`src/verilog/vipu_regs.vh`:
```
`ifndef VIPU_REGS_VH
`define VIPU_REGS_VH

// ========================================================
// register byte addresses
`define VIPU_ADDR_NORMAL_STATUS   32'hffff0000
`define VIPU_ADDR_NORMAL_RAW      32'hffff0004
`define VIPU_ADDR_NORMAL_ENABLE   32'hffff0008
`define VIPU_ADDR_NORMAL_CLEAR    32'hffff000c
`define VIPU_ADDR_SOFT_CONFIG     32'hffff0010
`define VIPU_ADDR_VECTOR_BASE     32'hffff0014
`define VIPU_ADDR_NORMAL_VECTOR   32'hffff001c
`define VIPU_ADDR_PRIO_TIMERS     32'hffff0020
`define VIPU_ADDR_PRIO_PERIPH_A   32'hffff0024
`define VIPU_ADDR_NEST_CONTROL    32'hffff0030
`define VIPU_ADDR_NORMAL_NEST     32'hffff003c
`define VIPU_ADDR_FAST_STATUS     32'hffff0100
`define VIPU_ADDR_FAST_RAW        32'hffff0104
`define VIPU_ADDR_FAST_ENABLE     32'hffff0108
`define VIPU_ADDR_FAST_CLEAR      32'hffff010c
`define VIPU_ADDR_FAST_VECTOR     32'hffff011c
`define VIPU_ADDR_FAST_NEST       32'hffff013c

// ========================================================
// field positions and widths
`define VIPU_SOFT_NORMAL_BIT      1
`define VIPU_SOFT_FAST_BIT        2
`define VIPU_SOFT_SOURCE          1
`define VIPU_FAST_OR_SOURCE       0
`define VIPU_CTRL_NORMAL_BIT      0
`define VIPU_CTRL_FAST_BIT        1
`define VIPU_NUM_SOURCES          28
`define VIPU_BASE_WIDTH           16
`define VIPU_NEST_LEVELS          8
`define VIPU_PRIO_TIMERS_MASK     32'h07777770
`define VIPU_PRIO_PERIPH_A_MASK   32'h77777007
`define VIPU_RESET_VALUE          32'h00000000

`endif

```
`src/verilog/vipu_core.v`:
```
// Our own choice: the address-and-strobe port.
`timescale 1ns/100ps
`default_nettype none
`include "vipu_regs.vh"

// Functional notes
// soft config bit 2 drives bit 1 of fast raw and fast status
// soft config bit 1 drives bit 1 of normal raw and normal status
// soft interrupt ignores enable masks and drives its interrupt line two clocks after the write
// sources must hold requests at least the minimum interrupt latency
// control bit 0 turns on vectoring and priority for normal path
// control bit 1 turns on vectoring and priority for fast path independently
// each path nests up to eight priority levels by programmed priorities
// fast interrupts always outrank normal ones, sixteen levels in total
// vector is table base combined with active source number
// vector base points at a table of 32 routine pointers
// vector base holds 16 writable bits, upper half reads zero
// vector reads zero, base at 22:7, source at 6:2, zero at 1:0
// reported source number equals its status bit position
// software reads normal vector only inside a vectored normal interrupt
// first priority register: soft 6:4, timers 10:8 to 26:24
// source 0 has no priority, first priority bits 3:0 reserved
// second priority register: monitor, flash, converter, serial, i2c fields
// status is raw AND enable, any status bit requests the exception
// vector read sets nesting bit of active priority, blocking that and lower
// equal priorities resolve to the lowest source position
module vipu_core
#(
    parameter NUM_SOURCES = `VIPU_NUM_SOURCES
)
(
    input  wire        clk_sys,
    input  wire        rstn,
    input  wire [31:0] regAddr,
    input  wire [31:0] regWdata,
    input  wire        regWr,
    input  wire        regRd,
    output reg  [31:0] regRdata,
    input  wire [27:0] srcReq,
    output reg         irqOut,
    output reg         fiqOut
);

    // ========================================================
    // helper functions
    function [2:0] prioOf;
        input [31:0] p0;
        input [31:0] p1;
        input [4:0]  idx;
        begin
            case (idx)
                5'h01:   prioOf = p0[6:4];
                5'h02:   prioOf = p0[10:8];
                5'h03:   prioOf = p0[14:12];
                5'h04:   prioOf = p0[18:16];
                5'h05:   prioOf = p0[22:20];
                5'h06:   prioOf = p0[26:24];
                5'h08:   prioOf = p1[2:0];
                5'h0a:   prioOf = p1[10:8];
                5'h0b:   prioOf = p1[14:12];
                5'h0c:   prioOf = p1[18:16];
                5'h0d:   prioOf = p1[22:20];
                5'h0e:   prioOf = p1[26:24];
                5'h0f:   prioOf = p1[30:28];
                default: prioOf = 3'h0;
            endcase
        end
    endfunction

    // returns {found, priority, source}
    function [8:0] pickSrc;
        input [27:0] act;
        input [7:0]  nest;
        input [31:0] p0;
        input [31:0] p1;
        integer      i;
        integer      j;
        reg   [3:0]  lim;
        reg   [2:0]  pr;
        reg   [2:0]  best;
        reg   [4:0]  src;
        reg          found;
        begin
            lim   = 4'h8;
            best  = 3'h0;
            src   = 5'h00;
            found = 1'b0;
            for (j = 7; j >= 0; j = j - 1)
                if (nest[j])
                    lim = j[3:0];
            // source 0 is the fast summary and never vectors
            for (i = NUM_SOURCES - 1; i >= 1; i = i - 1)
            begin
                pr = prioOf(p0, p1, i[4:0]);
                if (act[i] && ({1'b0, pr} < lim) && (!found || pr <= best))
                begin
                    found = 1'b1;
                    best  = pr;
                    src   = i[4:0];
                end
            end
            pickSrc = {found, best, src};
        end
    endfunction

    // clears only the highest-priority set bit, if written with one
    function [7:0] nestClear;
        input [7:0]  nest;
        input [7:0]  wd;
        integer      j;
        reg   [7:0]  res;
        reg          done;
        begin
            res  = nest;
            done = 1'b0;
            for (j = 0; j < 8; j = j + 1)
                if (!done && nest[j])
                begin
                    done = 1'b1;
                    if (wd[j])
                        res[j] = 1'b0;
                end
            nestClear = res;
        end
    endfunction

    // marks a taken priority level as in service
    function [7:0] nestTake;
        input [7:0]  nest;
        input [2:0]  level;
        reg   [7:0]  res;
        begin
            res        = nest;
            res[level] = 1'b1;
            nestTake   = res;
        end
    endfunction

    // vector word: zeros, base at 22:7, source at 6:2, zeros at 1:0
    function [31:0] vecWord;
        input [15:0] base;
        input [4:0]  src;
        begin
            vecWord = {9'h000, base, src, 2'h0};
        end
    endfunction

    // source maps read back with their top nibble zero
    function [31:0] mapWord;
        input [27:0] map;
        begin
            mapWord = {4'h0, map};
        end
    endfunction

    // ========================================================
    // registers
    reg  [31:0] softCfg;
    reg  [15:0] vectorBase;
    reg  [31:0] prioTimers;
    reg  [31:0] prioPeriphA;
    reg  [1:0]  nestControl;
    reg  [7:0]  normalNest;
    reg  [7:0]  fastNest;
    reg  [27:0] normalEnable;
    reg  [27:0] fastEnable;

    // ========================================================
    // raw, status and selection
    wire [27:0] fastRawBase;
    wire [27:0] fastStatusPre;
    wire        fastAny;
    wire [27:0] normalRaw;
    wire [27:0] fastRaw;
    wire [27:0] normalStatus;
    wire [27:0] fastStatus;
    wire [8:0]  normalPick;
    wire [8:0]  fastPick;
    wire [31:0] normalVector;
    wire [31:0] fastVector;
    wire        ctrlNormal;
    wire        ctrlFast;
    wire        normalTake;
    wire        fastTake;

    assign fastRawBase   = {srcReq[27:2], softCfg[`VIPU_SOFT_FAST_BIT], 1'b0};
    assign fastStatusPre = fastRawBase & {fastEnable[27:2], 1'b1, 1'b0};
    assign fastAny       = |fastStatusPre[27:1];
    assign fastRaw       = {fastRawBase[27:1], fastAny};
    assign fastStatus    = {fastStatusPre[27:1], fastAny & fastEnable[0]};
    assign normalRaw     = {srcReq[27:2], softCfg[`VIPU_SOFT_NORMAL_BIT], fastAny};
    assign normalStatus  = normalRaw & {normalEnable[27:2], 1'b1, normalEnable[0]};

    assign ctrlNormal    = nestControl[`VIPU_CTRL_NORMAL_BIT];
    assign ctrlFast      = nestControl[`VIPU_CTRL_FAST_BIT];
    assign normalPick    = pickSrc(normalStatus, normalNest, prioTimers, prioPeriphA);
    assign fastPick      = pickSrc(fastStatus, fastNest, prioTimers, prioPeriphA);
    assign normalVector  = vecWord(vectorBase, normalPick[4:0]);
    assign fastVector    = vecWord(vectorBase, fastPick[4:0]);
    assign normalTake    = regRd && ctrlNormal && normalPick[8] && (regAddr == `VIPU_ADDR_NORMAL_VECTOR);
    assign fastTake      = regRd && ctrlFast && fastPick[8] && (regAddr == `VIPU_ADDR_FAST_VECTOR);

    // ========================================================
    // register writes and nesting
    always @(posedge clk_sys)
    begin
        if (!rstn)
        begin
            softCfg      <= `VIPU_RESET_VALUE;
            vectorBase   <= 16'h0000;
            prioTimers   <= `VIPU_RESET_VALUE;
            prioPeriphA  <= `VIPU_RESET_VALUE;
            nestControl  <= 2'h0;
            normalNest   <= 8'h00;
            fastNest     <= 8'h00;
            normalEnable <= 28'h0000000;
            fastEnable   <= 28'h0000000;
        end
        else
        begin
            if (regWr)
            begin
                case (regAddr)
                    `VIPU_ADDR_SOFT_CONFIG:
                        softCfg <= regWdata & 32'h00000006;
                    `VIPU_ADDR_VECTOR_BASE:
                        vectorBase <= regWdata[15:0];
                    `VIPU_ADDR_PRIO_TIMERS:
                        prioTimers <= regWdata & `VIPU_PRIO_TIMERS_MASK;
                    `VIPU_ADDR_PRIO_PERIPH_A:
                        prioPeriphA <= regWdata & `VIPU_PRIO_PERIPH_A_MASK;
                    `VIPU_ADDR_NEST_CONTROL:
                        nestControl <= regWdata[1:0];
                    `VIPU_ADDR_NORMAL_NEST:
                        normalNest <= nestClear(normalNest, regWdata[7:0]);
                    `VIPU_ADDR_FAST_NEST:
                        fastNest <= nestClear(fastNest, regWdata[7:0]);
                    `VIPU_ADDR_NORMAL_ENABLE:
                    begin
                        normalEnable <= normalEnable | regWdata[27:0];
                        fastEnable   <= fastEnable & ~regWdata[27:0];
                    end
                    `VIPU_ADDR_NORMAL_CLEAR:
                        normalEnable <= normalEnable & ~regWdata[27:0];
                    `VIPU_ADDR_FAST_ENABLE:
                    begin
                        fastEnable   <= fastEnable | regWdata[27:0];
                        normalEnable <= normalEnable & ~regWdata[27:0];
                    end
                    `VIPU_ADDR_FAST_CLEAR:
                        fastEnable <= fastEnable & ~regWdata[27:0];
                    default:
                        softCfg <= softCfg;
                endcase
            end
            // taking the vector locks out its level and all lower ones
            if (normalTake)
                normalNest <= nestTake(normalNest, normalPick[7:5]);
            if (fastTake)
                fastNest <= nestTake(fastNest, fastPick[7:5]);
        end
    end

    // ========================================================
    // read data and interrupt lines
    always @(posedge clk_sys)
    begin
        if (!rstn)
        begin
            regRdata <= `VIPU_RESET_VALUE;
            irqOut   <= 1'b0;
            fiqOut   <= 1'b0;
        end
        else
        begin
            // core takes the fast line first; it is never gated by normal nesting
            fiqOut <= ctrlFast ? fastPick[8] : (|fastStatus);
            irqOut <= ctrlNormal ? normalPick[8] : (|normalStatus);
            if (regRd)
            begin
                case (regAddr)
                    `VIPU_ADDR_NORMAL_STATUS:  regRdata <= mapWord(normalStatus);
                    `VIPU_ADDR_NORMAL_RAW:     regRdata <= mapWord(normalRaw);
                    `VIPU_ADDR_NORMAL_ENABLE:  regRdata <= mapWord(normalEnable);
                    `VIPU_ADDR_SOFT_CONFIG:    regRdata <= softCfg;
                    `VIPU_ADDR_VECTOR_BASE:    regRdata <= {16'h0000, vectorBase};
                    `VIPU_ADDR_NORMAL_VECTOR:  regRdata <= normalVector;
                    `VIPU_ADDR_PRIO_TIMERS:    regRdata <= prioTimers;
                    `VIPU_ADDR_PRIO_PERIPH_A:  regRdata <= prioPeriphA;
                    `VIPU_ADDR_NEST_CONTROL:   regRdata <= {30'h00000000, nestControl};
                    `VIPU_ADDR_NORMAL_NEST:    regRdata <= {24'h000000, normalNest};
                    `VIPU_ADDR_FAST_STATUS:    regRdata <= mapWord(fastStatus);
                    `VIPU_ADDR_FAST_RAW:       regRdata <= mapWord(fastRaw);
                    `VIPU_ADDR_FAST_ENABLE:    regRdata <= mapWord(fastEnable);
                    `VIPU_ADDR_FAST_VECTOR:    regRdata <= fastVector;
                    `VIPU_ADDR_FAST_NEST:      regRdata <= {24'h000000, fastNest};
                    default:                   regRdata <= `VIPU_RESET_VALUE;
                endcase
            end
            else
                regRdata <= `VIPU_RESET_VALUE;
        end
    end

endmodule // vipu_core
`default_nettype wire

```
`config.mk`:
```
export PLATFORM = sky130hd
export DESIGN_NAME = vipu_core
export DESIGN_NICKNAME = d
export VERILOG_FILES = /design/src/verilog/vipu_core.v
export VERILOG_INCLUDE_DIRS = /design/src /design/src/verilog
export SDC_FILE = /design/constraint.sdc
export NUM_CORES = 1
export LEC_CHECK = 0
export ABC_AREA = 1
export BUFFER_PORTS_ARGS = -buffer_cell sky130_fd_sc_hd__buf_2
export CAP_MARGIN = 20
export CELL_PAD_IN_SITES_DETAIL_PLACEMENT = 2
export CELL_PAD_IN_SITES_GLOBAL_PLACEMENT = 2
export CORE_MARGIN = 3
export CORE_UTILIZATION = 36
export DETAILED_ROUTE_END_ITERATION = 10
export PLACE_DENSITY_LB_ADDON = 0.08
export SLEW_MARGIN = 20
export SYNTH_ARGS = -nofsm -noshare
export SYNTH_HDL_FRONTEND = slang
export SYNTH_SLANG_ARGS = --single-unit
```
`constraint.sdc`:
```
create_clock -name clk_sys -period 23.5 [get_ports clk_sys]
set_clock_uncertainty 0.05 [all_clocks]
set_input_delay 4.7 -clock clk_sys [delete_from_list [all_inputs] [get_ports clk_sys]]
set_output_delay 4.7 -clock clk_sys [all_outputs]
set_load 0.005 [all_outputs]
```
==> flow_summary.json, run 1 <==
{
  "status": "finished clean",
  "syn_to_final_growth_pct": 12.93,
  "slew_headroom_pct": 28.91,
  "synth_top_family_by_area": "simple AND/OR/NAND/NOR gates",
  "cts.reportedPaths.clkPinSlew_ns": 0.07,
  "post_cts_resized": 0,
  "cts_tree": "yes",
  "routed_wl_um": 68110,
  "io_pins": 130,
  "die_x_um": 197.2,
  "drt_iter0_markers": 1205,
  "clkSinkCount": 161,
  "combPwrFrac_pct": 4.7,
  "grt_pass1_vias": 16940,
  "grt_pass1_wl_um": 101900,
  "place_inst": 2598,
  "netlist_instances": 2046,
  "grt_setup_unrepaired": "false",
  "cts_root_buffer": "clkbuf_16",
  "syn-num-nets": 2256,
  "required_ns": 23.84,
  "tightest_slew_ns": 1.039,
  "post-route-period-util_pct": 88.57,
  "leakage_nw": 6.638,
  "max_cap_violations": 0,
  "power.density_nw_per_um2": 39.22,
  "crit_top_cell": "nand2_1",
  "hpwl_um": 52620,
  "p_total_uw": 582.6,
  "hold_path_class": "reg2reg",
  "crit_fanout": 9,
  "ir_worst_vdd_mv": 0.05102,
  "instances_no_fill": 2631,
  "syn-cell-area_um2": 13150,
  "place_area_um2": 14280,
  "cts_buffers": 17,
  "wl_per_cell_um": 25.89,
  "final_area_um2": 14850,
  "grt_max_degree": 58,
  "htree_num_levels": 4,
  "ff2ff_path_depth": 115,
  "slowest_stage": "nor3_1",
  "async_flop_share_pct": 0,
  "io_buffers": 125,
  "fp-row-count": 69,
  "seq_area_frac_synth_pct": 24.50,
  "critPathKind": "in2reg",
  "die_h_um": 197.2,
  "routed_via_density": 6.057,
  "synth_xor_area_share_pct": 0,
  "synth_fa_ha_area_share_pct": 10.84,
  "initial_core_util_pct": 36.71,
  "synth_seq_cells": 161,
  "start_kind": "primary input",
  "seqPwrFrac_pct": 46.8,
  "cp-end-kind": "register",
  "crit_path_start": "srcReq[24]",
  "regToRegStartpoint": "fastNest[0]",
  "ys_types": 56,
  "drive_above_1_share_pct": 12.03,
  "cts_buffer_depth": 2,
  "hold_viol": 0,
  "final_nets": 2366,
  "tns_ns": 0,
  "core_um2": 35830,
  "setup_violations": 0,
  "synth-main-ff-cell": "dfxtp_1",
  "p_sw_uw": 156.0,
  "route.detailed.drc": 0,
  "intPower_uw": 426.6,
  "synth-simple-area-share_pct": 30.23,
  "utilization_pct": 41.46,
  "arrival_ns": 21.15,
  "drv_slew": 0,
  "yosys_warnings": 0,
  "max_freq_mhz": 48.05,
  "min_path_cells": 2,
  "clk_latency_ns": 0.46,
  "cpPeakStageDelay_ns": 0.73,
  "antenna_found_initial": 3,
  "synthMuxAreaShare_pct": 0,
  "die_area_um2": 38870,
  "synth_compound_gate_area_share_pct": 23.47,
  "place_congestion": 0.9291,
  "synth_edf_count": 0,
  "grt_overflow": 0,
  "via_count": 15940,
  "ant_nets": 0,
  "period_minus_slack_ns": 20.81,
  "clockPowerShare_pct": 48.6,
  "dr.pass1.iters": 5,
  "gr-usage-all-layers_pct": 34.58,
  "syn_avg_cell_area_um2": 6.429,
  "holdBufCountCts": 0,
  "power.share.switching_pct": 26.77,
  "postCtsSetupBuffers": 0
}
cells in the mapped netlist (all sizes together), types with 5 or more instances:
| master | instances | share of area, % |
|---|---|---|
| a2111oi | 12 | 0.80 |
| a211oi | 32 | 1.8 |
| a21oi | 158 | 6.1 |
| a221oi | 14 | 0.93 |
| a31oi | 29 | 1.4 |
| a32oi | 6 | 0.40 |
| and2 | 21 | 1.0 |
| buf | 8 | 0.44 |
| clkbuf | 46 | 1.3 |
| clkinv | 10 | 0.29 |
| dfxtp | 161 | 25 |
| ha | 114 | 11 |
| inv | 310 | 8.9 |
| nand2 | 465 | 14 |
| nand3 | 130 | 5.6 |
| nand3b | 9 | 0.51 |
| nand4 | 29 | 1.4 |
| nor2 | 170 | 5.6 |
| nor3 | 26 | 0.99 |
| nor4 | 18 | 0.86 |
| o211ai | 9 | 0.55 |
| o21a | 5 | 0.29 |
| o21ai | 169 | 6.4 |
| o22ai | 61 | 2.9 |
power groups by stage:
| stage | sequential, mW | combinational, mW | clock [mW] |
|---|---|---|---|
| 4_1_cts | 0.273 | 0.0263 | 0.285 |
| 5_1_grt | 0.272 | 0.0287 | 0.294 |
| 3_3_place_gp | 0.279 | 0.0252 | 0 |
| 6_report | 0.273 | 0.0271 | 0.283 |
| 2_1_floorplan | 0.279 | 0.00800 | 0 |
| 3_5_place_dp | 0.279 | 0.0261 | 0 |
critical path, delay by kind of cell:
family	cells	cell delay, ns
and+or+nand+nor	60	7.84
AOI/OAI and AO/OA	23	3.54
adders and majority gates	11	3.36
buffers and inverters	15	1.69
metal layers:
layer / GRT usage (%) / vias up / share of wire (%)
met5: 0 / - / 0.019
met4: 13.33 / 2 / 3.8
met3: 5.594 / 133 / 6.9
met2: 57.11 / 579 / 46
met1: 45.47 / 8032 / 43
li1: - / 7191 / -
placed cells by master, fill, tap and decap left out, types with 32 or more instances in the layout:
master / netlist / layout
a21oi_1: 155 / 155
dfxtp_1: 161 / 161
o21ai_0: 156 / 156
buf_2: 1 / 124
a211oi_1: 32 / 32
inv_1: 294 / 293
nor2_1: 155 / 155
nand3_1: 120 / 120
o22ai_1: 61 / 61
ha_1: 114 / 114
nand2_1: 432 / 432
area by class of cell:
class | instances | area [µm²]
multi-input cells | 1511 | 8499
flip-flops and latches | 161 | 3223
clock buffers | 20 | 466.7
well taps | 461 | 576.8
inverters | 320 | 1207
fillers | 4474 | 20970
repair buffers | 145 | 778.2
diodes | 1 | 2.502
clock inverters | 12 | 100.1
worst paths after layout:
path | endpoint | slack [ns]
worst max-delay path | fastNest[0] | 2.69
worst min-delay path | register | 0.42
worst max register to register | fastNest[0] | 6.59
worst min register to register | register | 0.42
through the flow:
| step | worst slack (ns) | hold WS, ns |
|---|---|---|
| 6_report | 2.686 | 0.4235 |
| 5_1_grt | 1.098 | 0.4411 |
| 3_5_place_dp | 2.518 | 0.4041 |
| 2_1_floorplan | 6.341 | 0.3738 |
| 3_3_place_gp | 3.286 | 0.3925 |
| 4_1_cts | 2.932 | 0.4152 |
cells by family after synthesis:
logic type / Yosys count
AOI/OAI and AO/OA: 523
adders and majority gates: 114
buffers and inverters: 374
DFF: 161
other: 1
and+or+nand+nor: 873
Note: power is estimated with default switching activity, not from simulation.
==> run 2, diff against run 1 <==
--- a/config.mk
+++ b/config.mk
@@ -11,6 +11,7 @@
 export CAP_MARGIN = 20
 export CELL_PAD_IN_SITES_DETAIL_PLACEMENT = 2
 export CELL_PAD_IN_SITES_GLOBAL_PLACEMENT = 2
+export CORE_ASPECT_RATIO = 1.2
 export CORE_MARGIN = 3
 export CORE_UTILIZATION = 36
 export DETAILED_ROUTE_END_ITERATION = 10
==> flow_summary.json, run 2 (synthesized netlist as in run 1, its figures left out) <==
{
  "status": "finished clean",
  "htree_num_levels": 4,
  "tightest_slew_ns": 1.021,
  "place_congestion": 0.9181,
  "gr-usage-all-layers_pct": 34.79,
  "use_met1_pct": 42.13,
  "crit-reg2reg-capture": "fastNest[4]",
  "crit_top_cell": "nand2_1",
  "die_area_um2": 38880,
  "max_freq_mhz": 48.28,
  "io_buffers": 125,
  "cpPeakStageDelay_ns": 0.70,
  "clk_latency_ns": 0.45,
  "crit_fanout": 9,
  "worst-path-buf-inv": 11,
  "crit_cells": 106,
  "max_cap_violations": 0,
  "routed_wl_um": 69500,
  "arrival_ns": 21.04,
  "cp-end-kind": "register",
  "nFillCells": 4453,
  "fp-row-count": 76,
  "holdWs_ns": 0.4223,
  "grt_pass1_vias": 17010,
  "clkSinkCount": 161,
  "io_pins": 130,
  "leakage_nw": 6.650,
  "n_antenna_cell": 0,
  "ir_worst_vdd_mv": 0.05117,
  "dr.pass1.iters": 6,
  "met2_usage_pct": 60.15,
  "initial_core_util_pct": 36.59,
  "die_x_um": 180.5,
  "postCtsSetupBuffers": 0,
  "grt_pass1_wl_um": 104000,
  "route.detailed.drc": 0,
  "min_path_cells": 2,
  "slowest_stage": "nor3_1",
  "period_minus_slack_ns": 20.71,
  "grt_setup_unrepaired": "false",
  "post-route-period-util_pct": 88.13,
  "drive_above_1_share_pct": 11.93,
  "die_h_um": 215.4,
  "final_nets": 2368,
  "crit_path_start": "srcReq[26]",
  "slew_headroom_pct": 30.16,
  "via_count": 15920,
  "power.density_nw_per_um2": 40.36,
  "cts_buffers": 17,
  "syn_to_final_growth_pct": 13.34,
  "ff2ff_path_depth": 105,
  "ant_nets": 0,
  "cts_buffer_depth": 2,
  "antenna_found_initial": 0,
  "hpwl_um": 53260,
  "setup_violations": 0,
  "critPathKind": "in2reg",
  "grt_max_degree": 61,
  "drv_slew": 0,
  "layout_commonest_cell": "nand2_1",
  "holdBufCountCts": 0,
  "rrSetupSlack_ns": 6.85,
  "use_met3_pct": 5.748,
  "critical-path-top-delay-family": "simple AND/OR/NAND/NOR gates",
  "required_ns": 23.83,
  "grt_overflow": 0,
  "post_cts_resized": 0,
  "cts_root_buffer": "clkbuf_16",
  "endpoint": "fastNest[4]",
  "cts_tree": "yes",
  "globalRoute.busiestLayer": "met2",
  "wl_per_cell_um": 26.34,
  "start_kind": "primary input",
  "core_um2": 35940,
  "cts.reportedPaths.clkPinSlew_ns": 0.07,
  "hold_viol": 0,
  "tns_ns": 0,
  "routed_via_density": 6.031,
  "layout_common_cells": "nand2_1, inv_1, dfxtp_1",
  "hold_path_class": "reg2reg",
  "drt_iter0_markers": 1218
}
==> run 2: cell count changes in the layout (fill, tap and decap cells not counted), sizes merged <==
cell / before / now
buf: 145 / 147
inv: 315 / 311
clkinvlp: 2 / 5
clkinv: 15 / 13
diode: 1 / 0
bufinv: 0 / 3
==> run 2: report_power, final <==
part | internal (mW) | switching, mW | leakage (nW)
logic | 0.00787 | 0.0201 | 5.07
clock network | 0.170 | 0.131 | 0.279
registers | 0.273 | 0.000000000136 | 1.30
total | 0.451 | 0.151 | 6.65
==> run 2: worst min-delay path by stage <==
| stage | to | start |
|---|---|---|
| final | register | register |
| after global placement | register | register |
| after CTS | register | register |
| after global routing | register | register |
| after detailed placement | register | register |
| after floorplan | register | register |
==> run 2: routing by layer <==
metal  wire, µm  share of wire [%]
met4       3354                4.8
met3       4154                6.0
met2      33720                 49
met1      28270                 41
met5          0                  0
==> run 2: cell type report <==
class | count | area, µm² | area share, %
timing repair buffer | 147 | 793.3 | 5.321
sequential | 161 | 3223 | 21.62
multi-input combinational | 1511 | 8493 | 56.97
clock buffer | 20 | 446.7 | 2.996
clock inverter | 12 | 158.9 | 1.066
inverter | 320 | 1207 | 8.099
tap | 468 | 585.6 | 3.928
==> run 2: through the flow <==
step	cell area, µm²	std cells	setup WS (ns)	utilization, %	power [mW]
5_1_grt	14910	2639	1.248	41.48	0.6162
2_1_floorplan	13150	2046	6.341	-	0.2870
6_report	14910	2639	2.789	41.48	0.6017
4_1_cts	14910	2639	2.934	41.48	0.6025
3_3_place_gp	14300	2607	3.239	39.79	0.3049
3_5_place_dp	14300	2607	2.564	39.79	0.3058
==> run 2: worst reg2reg max path, delay by kind of cell, from the launching register on <==
| kind | cells | cell delay, ns |
|---|---|---|
| adder cells (fa/ha/maj) | 11 | 3.36 |
| AO/OA/AOI/OAI | 24 | 3.70 |
| AND/OR/NAND/NOR | 60 | 8.07 |
| flip-flops | 1 | 0.32 |
| buffers and inverters | 10 | 1.09 |
